**src/logic/adss_pkg.sv**
```systemverilog
`default_nettype none
package adss_pkg;

	// ------------------------------------------------------------
	// Register map
	// ------------------------------------------------------------
	localparam int ADDR_W = 8;
	localparam logic [7:0] OFF_CTRL = 8'h00;
	localparam logic [7:0] OFF_STATUS = 8'h04;
	localparam logic [2:0] RESULT_PAGE = 3'h1;
	localparam logic [7:0] OFF_RESULT0 = 8'h20;

	// ------------------------------------------------------------
	// Control register fields
	// ------------------------------------------------------------
	localparam int CTRL_START_POS = 0;
	localparam int CTRL_MODE_POS = 1;
	localparam int CTRL_SEL_LO_POS = 3;
	localparam int CTRL_SEL_HI_POS = 4;
	localparam int CTRL_RES_POS = 5;
	localparam int CTRL_DIV_POS = 6;
	localparam int CTRL_VREF_POS = 8;
	localparam int CTRL_W = 9;
	localparam logic [CTRL_W-1:0] CTRL_RESET = 9'h000;

	// ------------------------------------------------------------
	// Status register fields
	// ------------------------------------------------------------
	localparam int STAT_IRQ_POS = 0;
	localparam int STAT_BUSY_POS = 1;
	localparam int STAT_CH_POS = 4;

	// ------------------------------------------------------------
	// Sweep modes and divider choices
	// ------------------------------------------------------------
	localparam logic [1:0] MODE_SINGLE = 2'h0;
	localparam logic [1:0] MODE_REPEAT0 = 2'h1;
	localparam logic [1:0] MODE_REPEAT1 = 2'h2;
	localparam logic [1:0] DIV_BY4 = 2'h0;
	localparam logic [1:0] DIV_BY3 = 2'h1;
	localparam logic [1:0] DIV_BY2 = 2'h2;
	localparam logic [1:0] DIV_BY1 = 2'h3;

	// ------------------------------------------------------------
	// Approximation register
	// ------------------------------------------------------------
	localparam logic [9:0] SAR_INIT = 10'h200;
	localparam logic [3:0] SAR_MSB = 4'h9;
	localparam logic [3:0] SAR_LAST_10BIT = 4'h0;
	localparam logic [3:0] SAR_LAST_8BIT = 4'h2;
	localparam logic [2:0] LAST_CH = 3'h7;
	localparam logic [9:0] RESULT_RESET = 10'h000;

	// ------------------------------------------------------------
	// Bus responses
	// ------------------------------------------------------------
	localparam logic [1:0] RESP_OKAY = 2'h0;
	localparam logic [1:0] RESP_SLVERR = 2'h2;

	// Reference in units of full reference / 2048: 2n-1, zero for code 0
	function automatic logic [10:0] ref_of(input logic [9:0] code);
		ref_of = (code == 10'h000) ? 11'h000 : 11'({code, 1'b0} - 11'h001);
	endfunction

endpackage
`default_nettype wire

```
**src/logic/adss_sar_if.sv**
```systemverilog
`timescale 1ns/100ps
`default_nettype none
interface adss_sar_if;
	logic tick;
	logic start;
	logic abort;
	logic [3:0] last_bit;
	logic cmp_below;
	logic busy;
	logic done;
	logic [9:0] code;
	logic [10:0] ref_level;

	modport ctrl(output tick, output start, output abort, output last_bit, output cmp_below,
		input busy, input done, input code, input ref_level);
	modport sar(input tick, input start, input abort, input last_bit, input cmp_below,
		output busy, output done, output code, output ref_level);
endinterface
`default_nettype wire

```
**src/logic/adss_clk_div.sv**
```systemverilog
`timescale 1ns/100ps
`default_nettype none
module adss_clk_div (
	// Clock and reset
	input wire logic aclk,
	input wire logic aresetn,
	// Divider choice and converter tick
	input wire logic [1:0] div_sel,
	output logic tick
);
	logic [1:0] cnt;
	logic [1:0] term;

	always_comb begin
		case (div_sel)
			adss_pkg::DIV_BY4: term = 2'h3;
			adss_pkg::DIV_BY3: term = 2'h2;
			adss_pkg::DIV_BY2: term = 2'h1;
			default: term = 2'h0;
		endcase
	end

	always_ff @(posedge aclk) begin
		if (!aresetn) begin
			cnt <= 2'h0;
			tick <= 1'b0;
		end else if (cnt >= term) begin
			cnt <= 2'h0;
			tick <= 1'b1;
		end else begin
			cnt <= cnt + 2'h1;
			tick <= 1'b0;
		end
	end
endmodule
`default_nettype wire

```
**src/logic/adss_sar.sv**
```systemverilog
`timescale 1ns/100ps
`default_nettype none
module adss_sar (
	// Clock and reset
	input wire logic aclk,
	input wire logic aresetn,
	// Sequencer side
	adss_sar_if.sar sif
);
	logic [3:0] bit_idx;

	always_ff @(posedge aclk) begin
		if (!aresetn) begin
			sif.busy <= 1'b0;
			sif.done <= 1'b0;
			sif.code <= 10'h000;
			sif.ref_level <= 11'h000;
			bit_idx <= adss_pkg::SAR_MSB;
		end else begin
			sif.done <= 1'b0;
			if (sif.abort) begin
				sif.busy <= 1'b0;
			end else if (sif.start) begin
				sif.busy <= 1'b1;
				sif.code <= adss_pkg::SAR_INIT;
				sif.ref_level <= adss_pkg::ref_of(adss_pkg::SAR_INIT);
				bit_idx <= adss_pkg::SAR_MSB;
			end else if (sif.busy && sif.tick) begin
				// Trial bit stays only when the reference is below the input
				sif.code[bit_idx] <= sif.cmp_below;
				if (bit_idx == sif.last_bit) begin
					sif.busy <= 1'b0;
					sif.done <= 1'b1;
				end else begin
					sif.code[bit_idx - 4'h1] <= 1'b1;
					sif.ref_level <= adss_pkg::ref_of((sif.code
						& ~(10'h001 << bit_idx)) | ({9'h000, sif.cmp_below} << bit_idx)
						| (10'h001 << (bit_idx - 4'h1)));
					bit_idx <= bit_idx - 4'h1;
				end
			end
		end
	end
endmodule
`default_nettype wire

```
**src/logic/adss_top.sv**
```systemverilog
// Added by the designer: the address map and the AXI4-Lite register port.
`timescale 1ns/100ps
`default_nettype none
module adss_top (
	// Clock and reset
	input wire logic aclk,
	input wire logic aresetn,
	// AXI4-Lite write address and data
	input wire logic [adss_pkg::ADDR_W-1:0] s_axi_awaddr,
	input wire logic s_axi_awvalid,
	output logic s_axi_awready,
	input wire logic [31:0] s_axi_wdata,
	input wire logic [3:0] s_axi_wstrb,
	input wire logic s_axi_wvalid,
	output logic s_axi_wready,
	// AXI4-Lite write response
	output logic [1:0] s_axi_bresp,
	output logic s_axi_bvalid,
	input wire logic s_axi_bready,
	// AXI4-Lite read
	input wire logic [adss_pkg::ADDR_W-1:0] s_axi_araddr,
	input wire logic s_axi_arvalid,
	output logic s_axi_arready,
	output logic [31:0] s_axi_rdata,
	output logic [1:0] s_axi_rresp,
	output logic s_axi_rvalid,
	input wire logic s_axi_rready,
	// Analog front end
	output logic [2:0] analog_channel,
	output logic [10:0] ref_level,
	input wire logic cmp_ref_below_input,
	// Completion flag and reference connect
	output logic conv_irq_req,
	output logic ref_connect
);
	typedef enum logic [0:0] {ST_IDLE, ST_CONVERT} adss_state_t;

	adss_sar_if sif();

	adss_state_t state;
	logic [adss_pkg::CTRL_W-1:0] ctrl;
	logic start_flag;
	logic [9:0] result [0:7];
	logic [adss_pkg::ADDR_W-1:0] awaddr_q;
	logic [31:0] wdata_q;
	logic [3:0] wstrb_q;
	logic aw_got;
	logic w_got;
	logic wr_fire;
	logic wr_ctrl;
	logic wr_status;
	logic wr_ok;
	logic [31:0] next_rdata;
	logic next_rok;
	logic [1:0] mode;
	logic [1:0] group_sel;
	logic res_10bit;
	logic [2:0] group_last;
	logic [2:0] rot_first;
	logic [2:0] rot_ch;
	logic in_extra;
	logic [2:0] next_ch;
	logic next_extra;
	logic sweep_end;
	logic [9:0] conv_value;
	logic div_tick;
	logic [31:0] ctrl_mask;

	// ------------------------------------------------------------
	// Control fields
	// ------------------------------------------------------------
	assign mode = ctrl[adss_pkg::CTRL_MODE_POS +: 2];
	assign group_sel = {ctrl[adss_pkg::CTRL_SEL_HI_POS], ctrl[adss_pkg::CTRL_SEL_LO_POS]};
	assign res_10bit = ctrl[adss_pkg::CTRL_RES_POS];

	always_comb begin
		// Priority group in repeat 1, full pairs otherwise
		if (mode == adss_pkg::MODE_REPEAT1) begin
			group_last = {1'b0, group_sel};
		end else begin
			group_last = {group_sel, 1'b1};
		end
	end
	assign rot_first = group_last + 3'h1;

	// ------------------------------------------------------------
	// Converter clock and approximation engine
	// ------------------------------------------------------------
	adss_clk_div u_div (
		.aclk(aclk),
		.aresetn(aresetn),
		.div_sel(ctrl[adss_pkg::CTRL_DIV_POS +: 2]),
		.tick(div_tick)
	);

	adss_sar u_sar (
		.aclk(aclk),
		.aresetn(aresetn),
		.sif(sif)
	);

	assign sif.tick = div_tick;
	assign sif.cmp_below = cmp_ref_below_input;
	assign sif.last_bit = res_10bit ? adss_pkg::SAR_LAST_10BIT : adss_pkg::SAR_LAST_8BIT;
	assign ref_level = sif.ref_level;
	assign conv_value = res_10bit ? sif.code : {2'h0, sif.code[9:2]};

	// ------------------------------------------------------------
	// Sweep order
	// ------------------------------------------------------------
	always_comb begin
		next_ch = 3'h0;
		next_extra = 1'b0;
		sweep_end = 1'b0;
		case (mode)
			adss_pkg::MODE_REPEAT0: begin
				next_ch = (analog_channel == group_last) ? 3'h0 : analog_channel + 3'h1;
			end
			adss_pkg::MODE_REPEAT1: begin
				if (in_extra) begin
					next_ch = 3'h0;
				end else if (analog_channel == group_last) begin
					next_ch = rot_ch;
					next_extra = 1'b1;
				end else begin
					next_ch = analog_channel + 3'h1;
				end
			end
			default: begin
				sweep_end = (analog_channel == group_last);
				next_ch = analog_channel + 3'h1;
			end
		endcase
	end

	// ------------------------------------------------------------
	// Sequencer
	// ------------------------------------------------------------
	always_ff @(posedge aclk) begin
		if (!aresetn) begin
			state <= ST_IDLE;
			analog_channel <= 3'h0;
			in_extra <= 1'b0;
			rot_ch <= 3'h0;
			sif.start <= 1'b0;
			sif.abort <= 1'b0;
		end else begin
			sif.start <= 1'b0;
			sif.abort <= 1'b0;
			case (state)
				ST_IDLE: begin
					if (start_flag) begin
						analog_channel <= 3'h0;
						in_extra <= 1'b0;
						rot_ch <= rot_first;
						sif.start <= 1'b1;
						state <= ST_CONVERT;
					end
				end
				ST_CONVERT: begin
					if (!start_flag) begin
						// Drop the half-done code; results keep their last full value
						sif.abort <= 1'b1;
						state <= ST_IDLE;
					end else if (sif.done) begin
						if (sweep_end) begin
							state <= ST_IDLE;
						end else begin
							analog_channel <= next_ch;
							in_extra <= next_extra;
							sif.start <= 1'b1;
						end
						if (in_extra) begin
							rot_ch <= (rot_ch == adss_pkg::LAST_CH) ? rot_first : rot_ch + 3'h1;
						end
					end
				end
				default: state <= ST_IDLE;
			endcase
		end
	end

	// ------------------------------------------------------------
	// Result registers
	// ------------------------------------------------------------
	always_ff @(posedge aclk) begin
		if (!aresetn) begin
			for (int i = 0; i < 8; i++) begin
				result[i] <= adss_pkg::RESULT_RESET;
			end
		end else if (state == ST_CONVERT && start_flag && sif.done) begin
			result[analog_channel] <= conv_value;
		end
	end

	// ------------------------------------------------------------
	// Start flag and completion flag
	// ------------------------------------------------------------
	assign wr_fire = aw_got && w_got && !s_axi_bvalid;
	assign wr_ctrl = wr_fire && awaddr_q == adss_pkg::OFF_CTRL;
	assign wr_status = wr_fire && awaddr_q == adss_pkg::OFF_STATUS;
	assign wr_ok = wr_ctrl || wr_status || awaddr_q[7:5] == adss_pkg::RESULT_PAGE;

	always_ff @(posedge aclk) begin
		if (!aresetn) begin
			start_flag <= 1'b0;
		end else if (wr_ctrl && wstrb_q[0]) begin
			// Software write beats the end-of-sweep clear
			start_flag <= wdata_q[adss_pkg::CTRL_START_POS];
		end else if (state == ST_CONVERT && start_flag && sif.done && sweep_end) begin
			start_flag <= 1'b0;
		end
	end

	always_ff @(posedge aclk) begin
		if (!aresetn) begin
			conv_irq_req <= 1'b0;
		end else if (state == ST_CONVERT && start_flag && sif.done && sweep_end) begin
			conv_irq_req <= 1'b1;
		end else if (wr_status && wstrb_q[0] && !wdata_q[adss_pkg::STAT_IRQ_POS]) begin
			conv_irq_req <= 1'b0;
		end
	end

	// ------------------------------------------------------------
	// Control register
	// ------------------------------------------------------------
	always_comb begin
		for (int b = 0; b < 4; b++) begin
			ctrl_mask[8*b +: 8] = {8{wstrb_q[b]}};
		end
	end

	always_ff @(posedge aclk) begin
		if (!aresetn) begin
			ctrl <= adss_pkg::CTRL_RESET;
			ref_connect <= 1'b0;
		end else if (wr_ctrl) begin
			ctrl <= (ctrl & ~ctrl_mask[adss_pkg::CTRL_W-1:0])
				| (wdata_q[adss_pkg::CTRL_W-1:0] & ctrl_mask[adss_pkg::CTRL_W-1:0]);
			if (wstrb_q[1]) begin
				ref_connect <= wdata_q[adss_pkg::CTRL_VREF_POS];
			end
		end
	end

	// ------------------------------------------------------------
	// Bus write channels
	// ------------------------------------------------------------
	always_ff @(posedge aclk) begin
		if (!aresetn) begin
			aw_got <= 1'b0;
			w_got <= 1'b0;
			awaddr_q <= '0;
			wdata_q <= 32'h0000_0000;
			wstrb_q <= 4'h0;
			s_axi_awready <= 1'b1;
			s_axi_wready <= 1'b1;
			s_axi_bvalid <= 1'b0;
			s_axi_bresp <= adss_pkg::RESP_OKAY;
		end else begin
			if (s_axi_awvalid && s_axi_awready) begin
				aw_got <= 1'b1;
				awaddr_q <= s_axi_awaddr;
				s_axi_awready <= 1'b0;
			end
			if (s_axi_wvalid && s_axi_wready) begin
				w_got <= 1'b1;
				wdata_q <= s_axi_wdata;
				wstrb_q <= s_axi_wstrb;
				s_axi_wready <= 1'b0;
			end
			if (wr_fire) begin
				// Results are read-only: writes there are ignored but answered OKAY
				aw_got <= 1'b0;
				w_got <= 1'b0;
				s_axi_bvalid <= 1'b1;
				s_axi_bresp <= wr_ok ? adss_pkg::RESP_OKAY : adss_pkg::RESP_SLVERR;
			end
			if (s_axi_bvalid && s_axi_bready) begin
				s_axi_bvalid <= 1'b0;
				s_axi_awready <= 1'b1;
				s_axi_wready <= 1'b1;
			end
		end
	end

	// ------------------------------------------------------------
	// Bus read channel
	// ------------------------------------------------------------
	always_comb begin
		next_rdata = 32'h0000_0000;
		next_rok = 1'b1;
		if (s_axi_araddr == adss_pkg::OFF_CTRL) begin
			next_rdata[adss_pkg::CTRL_W-1:0] = ctrl;
			next_rdata[adss_pkg::CTRL_START_POS] = start_flag;
			next_rdata[adss_pkg::CTRL_VREF_POS] = ref_connect;
		end else if (s_axi_araddr == adss_pkg::OFF_STATUS) begin
			next_rdata[adss_pkg::STAT_IRQ_POS] = conv_irq_req;
			next_rdata[adss_pkg::STAT_BUSY_POS] = (state == ST_CONVERT);
			next_rdata[adss_pkg::STAT_CH_POS +: 3] = analog_channel;
		end else if (s_axi_araddr[7:5] == adss_pkg::RESULT_PAGE && s_axi_araddr[1:0] == 2'h0) begin
			next_rdata[9:0] = result[s_axi_araddr[4:2]];
		end else begin
			next_rok = 1'b0;
		end
	end

	always_ff @(posedge aclk) begin
		if (!aresetn) begin
			s_axi_arready <= 1'b1;
			s_axi_rvalid <= 1'b0;
			s_axi_rdata <= 32'h0000_0000;
			s_axi_rresp <= adss_pkg::RESP_OKAY;
		end else if (s_axi_arvalid && s_axi_arready) begin
			s_axi_arready <= 1'b0;
			s_axi_rvalid <= 1'b1;
			s_axi_rdata <= next_rdata;
			s_axi_rresp <= next_rok ? adss_pkg::RESP_OKAY : adss_pkg::RESP_SLVERR;
		end else if (s_axi_rvalid && s_axi_rready) begin
			s_axi_rvalid <= 1'b0;
			s_axi_arready <= 1'b1;
		end
	end
endmodule
`default_nettype wire

```
**config.mk**
```make
export PLATFORM = sky130hd
export DESIGN_NAME = adss_top
export DESIGN_NICKNAME = d
export VERILOG_FILES = /design/src/logic/adss_pkg.sv /design/src/logic/adss_sar_if.sv /design/src/logic/adss_clk_div.sv /design/src/logic/adss_sar.sv /design/src/logic/adss_top.sv
export SDC_FILE = /design/constraint.sdc
export NUM_CORES = 1
export LEC_CHECK = 0
export ABC_AREA = 1
export ABC_CLOCK_PERIOD_IN_PS = 4600
export BUFFER_PORTS_ARGS = -buffer_cell sky130_fd_sc_hd__buf_2
export CAP_MARGIN = 20
export CORE_MARGIN = 1
export CORE_UTILIZATION = 60
export CTS_BUF_LIST = sky130_fd_sc_hd__clkbuf_8
export DETAILED_ROUTE_END_ITERATION = 10
export GPL_TIMING_DRIVEN = 0
export PLACE_DENSITY = 0.85
export SLEW_MARGIN = 10
export SYNTH_ARGS = -nofsm -noshare
export SYNTH_HDL_FRONTEND = slang
export SYNTH_HIERARCHICAL = 1
export SYNTH_SLANG_ARGS = --single-unit
```
**constraint.sdc**
```tcl
create_clock -name aclk -period 4.6 [get_ports aclk]
set_input_delay 0.46 -clock aclk [delete_from_list [all_inputs] [get_ports aclk]]
set_output_delay 0.46 -clock aclk [all_outputs]
set_load 0.02 [all_outputs]
```
==> results.ini, run 1 <==
[outcome]
status = finished clean

[drt]
first_pass_iters = 5
drt_iter0_markers = 703
vias_per_cell = 5.515
ant_nets = 0
post_drt_wl_per_cell_um = 15.30
drc = 0
wirelength_um = 21080
num_vias = 7599

[finish]
n_antenna_cell = 0
num-nets-final = 1262
layout_common_cells = nand2_1, nor2_1, dfxtp_1, buf_2, edfxtp_1
areaGrowthSynthToFinish_pct = 11.96
final_common_cell = nand2_1
drive_gt1_share_pct = 17.03
nFillCells = 1166
fin_util_pct = 69.65

[pwr]
p_leak_nw = 4.096
power_density_mw_per_mm2 = 303.7
ir_worst_vdd_uv = 215.7

[sta]
rsz0062_at_grt = false
finalCriticalPeriod_ns = 2.715
fin_crit_sh_pct = 59.02
holdWs_ns = 0.2570
setup_viol = 0
hold_violations = 0
fin_skew_ns = 0.01569
setup_tns_ns = 0
max_freq_mhz = 368.4
relSlewSlack_pct = 29.72
worst_pin_slew_ns = 1.025
slew_violations = 0

[yosys]
netlist_instances = 1076
synth.area.top_cells = edfxtp_1, dfxtp_1, nand2_1
synth_ff_type = dfxtp_1
avgSynthCellArea_um2 = 8.087
async_reset_ff_share_pct = 0
synth.distinct_cells = 48
yosysTopAreaCell = edfxtp_1
ys_seq_elements = 168
synth-edff-count = 80
synth_area_mm2 = 0.008702
ys_seq_area_share_pct = 47.85
synth_top_area_share_pct = 27.61
yosysWarnings = 6

[die]
die_w_um = 122.4
fp.dieArea_mm2 = 0.01499
pin_count = 117
core_mm2 = 0.01399
initial_core_util_pct = 62.21
rows = 43
die_h_um = 122.4

[clock_tree]
postCtsSetupRepairBufs = 0
cts_buffers = 17
h-tree-depth = 4
tritoncts = done
ctsResizeCount = 0
root_buffer = clkbuf_8
clk_pin_slew_ns = 0.09
worst_skew_pair.late_latency_ns = 0.46
clock_sink_count = 168
clockBufferDepth = 2
hold_buffers = 0

[global_routing]
globalRouteOverflowTotal = 0
grt_pass1_wl_um = 32600
grt_pass1_vias = 6714
grt_max_degree = 17
grtUsageTotal_pct = 28.92
antenna_found_initial = 0

[worst_hold_path]
worstHoldStart = s_axi_rready
hold_path.class = primary input to register

[critical_path]
cp_max_fo = 7
startpoint_type = register
crit_type = register to register
cp.required_ns = 4.92
end_kind = register
timing.rr.start = u_sar/bit_idx[1]
worstPathArrival_ns = 3.03
startpoint = u_sar/bit_idx[1]

[placed_design]
place_congestion = 0.9775
io_buffers = 64
dp.final_hpwl_um = 15460

[job]
maxCapViolCount = 0

## state kept, by name, summed over array words and instances, names as in the netlist, 2 cells and up, named ones only
name and flops:
analog_channel 3, u_sar/sif.code 10, s_axi_rdata 10, result 80
wstrb_q 2, u_div/cnt 2, u_sar/sif.ref_level 11, rot_ch 3
wdata_q 9, u_sar/bit_idx 4, awaddr_q 8
## worst max-delay path: stages (launching register included)
cell     delay, ns
dfxtp_1       0.38
buf_4         0.22
inv_1         0.11
ha_1          0.22
inv_1         0.08
nand2_1       0.08
nand2_4       0.13
nor2_2        0.08
a21oi_2       0.29
ha_1          0.25
nand3_1       0.09
nor2_1        0.09
nand2_1       0.06
nor2_2        0.18
nand2_2       0.13
nand3_1       0.11
a21oi_1       0.07
## where the power goes
part           switching (W)  internal, W  leakage [nW]
registers          0.0000275      0.00162          1.49
clock network       0.000514     0.000533         0.221
logic               0.000171    0.0000897          2.38
## cell usage after synthesis (10+ instances only)
library cell / instances
o21ai_0: 65
dfxtp_1: 88
edfxtp_1: 80
ha_1: 17
nand2_1: 211
o21ai_1: 12
nor2_1: 203
buf_6: 10
inv_2: 11
nor2_2: 11
buf_4: 26
clkbuf_1: 14
nand4_1: 10
buf_2: 19
inv_1: 75
nand3_1: 68
a21oi_1: 68
## cell type report
cell class	instances	area [um2]	share of cell area, %
buffer	71	471.7	4.841
timing repair buffer	64	320.3	3.288
tap	180	225.2	2.312
inverter	92	360.3	3.698
multi-input combinational	771	3804	39.04
clock buffer	21	289.0	2.966
clock inverter	11	108.9	1.117
sequential	168	4164	42.74
## path summary, 6_finish.rpt
check	end	slack, ns	depth (start not counted)
hold / removal	s_axi_rvalid	0.26	4
hold reg to reg	u_div/cnt[0]	0.45	1
setup reg to reg	u_sar/sif.ref_level[3]	1.89	16
setup / recovery	u_sar/sif.ref_level[3]	1.89	16
## per-stage QoR
stage                     setup slack [ns]  power [W]  instances  cell area [um2]
after floorplan                      2.338   0.001867       1102             8800
after global placement               1.973   0.001934       1346             9345
after detailed placement             1.924   0.001942       1346             9345
after CTS                            1.916   0.002965       1378             9743
after global routing                 1.705   0.003060       1378             9743
final                                1.885   0.002959       1378             9743
## cell families after synthesis
logic type,Yosys count,synth area share [%]
AOI/OAI and AO/OA,180,11.49
xor gates and xnor gates,7,0.7045
adders and majority gates,17,2.444
buffers and inverters,163,9.562
DFF,168,47.85
muxes,8,0.9202
other,1,0.04309
and+or+nand+nor,532,26.99
## layer usage
| layer | track usage [%] | wire [um] |
|---|---|---|
| met5 | 0 | 0 |
| met4 | 14.94 | 809 |
| met3 | 4.693 | 1478 |
| met2 | 48.21 | 10290 |
| met1 | 36.14 | 8505 |
(Power assumes the default switching activity.)
==> inputs of run 2 (changes only) <==
- ABC_CLOCK_PERIOD_IN_PS: 4600 -> 2500
- clock period: 4.6 -> 2.5 ns (I/O delays scaled with it)
==> run 2 against run 1 <==
Final cell count increased by 0.44%. Power increased by 84%. Sequential share of layout area decreased by 0.35 points. Wire length increased by 0.57%. Clock-buffer cell count unchanged. Global-route usage increased by 0.091 points. Clock skew decreased by 0.0017 ns. Worst setup slack got worse by 1.8 ns. Clock power increased by 84%. Critical path type unchanged. Critical endpoint is now u_sar/sif.ref_level[5]. Largest power group unchanged.
==> results.ini, run 2 (synthesis results as in run 1) <==
[outcome]
status = finished clean

[sta]
fin_skew_ns = 0.01398  ; -0.001709 ns
worst_pin_slew_ns = 1.000  ; -0.02455 ns
fin_crit_sh_pct = 95.80  ; +37 points
setup_viol = 0  ; unchanged
finalCriticalPeriod_ns = 2.395  ; -0.3197 ns
max_freq_mhz = 417.5  ; +13%
hold_violations = 0  ; unchanged
setup_tns_ns = 0  ; unchanged
relSlewSlack_pct = 31.40  ; +1.7 points
slew_violations = 0  ; unchanged
postLayoutSetupSlackWorst_ns = 0.1049  ; -1.780 ns

[finish]
largestRegisters = result (80), u_sar/sif.ref_level (11)
top_register = result
layout_common_cells = nand2_1, nor2_1, dfxtp_1, buf_2, edfxtp_1
n_antenna_cell = 0  ; unchanged
drive_gt1_share_pct = 17.86  ; +0.83 points
final_common_cell = nand2_1
final_area_mm2 = 0.009842  ; +1.0%
largest_reg_flops = 80  ; unchanged
areaGrowthSynthToFinish_pct = 13.10
num-nets-final = 1268  ; +0.48%

[placed_design]
dp.final_hpwl_um = 15460  ; unchanged
io_buffers = 64  ; unchanged
place_congestion = 0.9775  ; unchanged
dpl_cell_area_mm2 = 0.009345  ; unchanged
place_ws_ns = -0.1764  ; -2.100 ns

[drt]
post_drt_wl_per_cell_um = 15.32  ; +0.13%
ant_nets = 0  ; unchanged
wirelength_um = 21200  ; +0.57%
num_vias = 7608  ; +0.12%
vias_per_cell = 5.497  ; -0.32%
drc = 0  ; unchanged
first_pass_iters = 7  ; +2
drt_iter0_markers = 649  ; -7.7%

[clock_tree]
clock_sink_count = 168  ; unchanged
worst_skew_pair.late_latency_ns = 0.46  ; about the same
root_buffer = clkbuf_8
clockBufferDepth = 2  ; unchanged
hold_buffers = 0  ; unchanged
h-tree-depth = 4  ; unchanged
clk_pin_slew_ns = 0.09  ; about the same
tritoncts = done
cts_buffers = 17  ; unchanged

[die]
die_h_um = 122.4  ; unchanged
fp.dieArea_mm2 = 0.01499  ; unchanged
rows = 43  ; unchanged
die_w_um = 122.4  ; unchanged
pin_count = 117  ; unchanged
core_mm2 = 0.01399  ; unchanged
initial_core_util_pct = 62.21  ; unchanged

[pwr]
power_density_mw_per_mm2 = 553.3  ; +82%
ir_worst_vdd_uv = 399.5  ; +85%
p_leak_nw = 4.129  ; +0.82%
finalPower_w = 0.005445  ; +84%

[critical_path]
cp_max_fo = 7  ; unchanged
timing.rr.start = u_sar/bit_idx[1]
rr_endpoint = u_sar/sif.ref_level[5]
cp.required_ns = 2.81  ; -2.11 ns
end_kind = register
worstPathArrival_ns = 2.71  ; -0.32 ns
crit_type = register to register
startpoint_type = register
r2r_slack_ns = 0.10  ; -1.78 ns
startpoint = u_sar/bit_idx[1]
crit_end = u_sar/sif.ref_level[5]
reg2regPathDepth = 15  ; -1

[global_routing]
grt_max_degree = 17  ; unchanged
grt_pass1_wl_um = 32700  ; +0.32%
antenna_found_initial = 0  ; unchanged
grt_pass1_vias = 6734  ; +0.30%
globalRouteOverflowTotal = 0  ; unchanged
grtUsageTotal_pct = 29.01  ; +0.091 points

[worst_hold_path]
hold_path.class = primary input to register

[job]
maxCapViolCount = 0  ; unchanged

==> run 2: cell types whose count changed in the layout (fill, tap and decap cells not counted), sizes merged <==
| cell | previous run | this run |
|---|---|---|
| buf | 119 | 125 |
==> run 2: per-stage QoR <==
step / hold WS (ns) / utilization, % / std cells
floorplan: 0.3190 / - / 1102
global placement: 0.4396 / 66.81 / 1346
detailed placement: 0.4388 / 66.81 / 1346
CTS: 0.02742 / 69.88 / 1380
global route: 0.03681 / 70.36 / 1384
finish: 0.04543 / 70.36 / 1384
==> run 2: how the worst min path moves through the flow <==
stage,startpoint,slack [ns],to,depth (start not counted)
floorplan,aresetn,0.32,u_sar/bit_idx[3],1
detailed placement,u_div/cnt[0],0.44,u_div/cnt[0],1
CTS,s_axi_awaddr[5],0.03,awaddr_q[5],3
global placement,u_div/cnt[0],0.44,u_div/cnt[0],1
finish,s_axi_rready,0.05,s_axi_rvalid,4
global route,s_axi_rready,0.04,s_axi_rvalid,4
==> run 2: worst max-delay path, cell delays in order (launching register included) <==
cell	delay, ns
dfxtp_4	0.36
buf_8	0.14
inv_1	0.12
ha_1	0.22
nand2_1	0.09
nand2_1	0.11
o21ai_1	0.16
a21oi_4	0.23
ha_4	0.17
nand3_1	0.07
nor2_1	0.08
nand2_1	0.09
nor2_4	0.14
nand2_2	0.11
nand3_1	0.10
a21oi_1	0.06
==> run 2: repair_timing <==
action / 4_1_cts / 5_1_grt
pin swaps: 1 / 3
setup buffers: 2 / 4
setup endpoints to repair: 11 / 11
endpoints found under the hold margin: 0 / 0
resized for setup: 4 / 10
==> run 2: layer usage <==
metal / part of all wire [%] / track usage, % / wire length (um) / up-vias
met3: 7.2 / 4.693 / 1525 / 66
li1: - / - / - / 3725
met5: 0 / 0 / 0 / -
met4: 4.0 / 15.70 / 843 / 0
met2: 49 / 48.03 / 10320 / 336
met1: 40 / 36.26 / 8512 / 3481
==> run 2: layout make-up <==
cell class	count	area, um2
multi-input cells	771	3839
fillers	1154	4146
well taps	180	225.2
flip-flops and latches	168	4172
inverters	92	360.3
clock buffers	21	289.0
clock inverters	11	108.9
repair buffers	70	365.4
plain buffers	71	483.0
==> run 2: report_power, final <==
part / switching [W] / total, W / internal (W)
logic: 0.000316 / 0.000481 / 0.000165
registers: 0.0000503 / 0.00304 / 0.00298
clock network: 0.000948 / 0.00193 / 0.000981
total: 0.00131 / 0.00545 / 0.00413
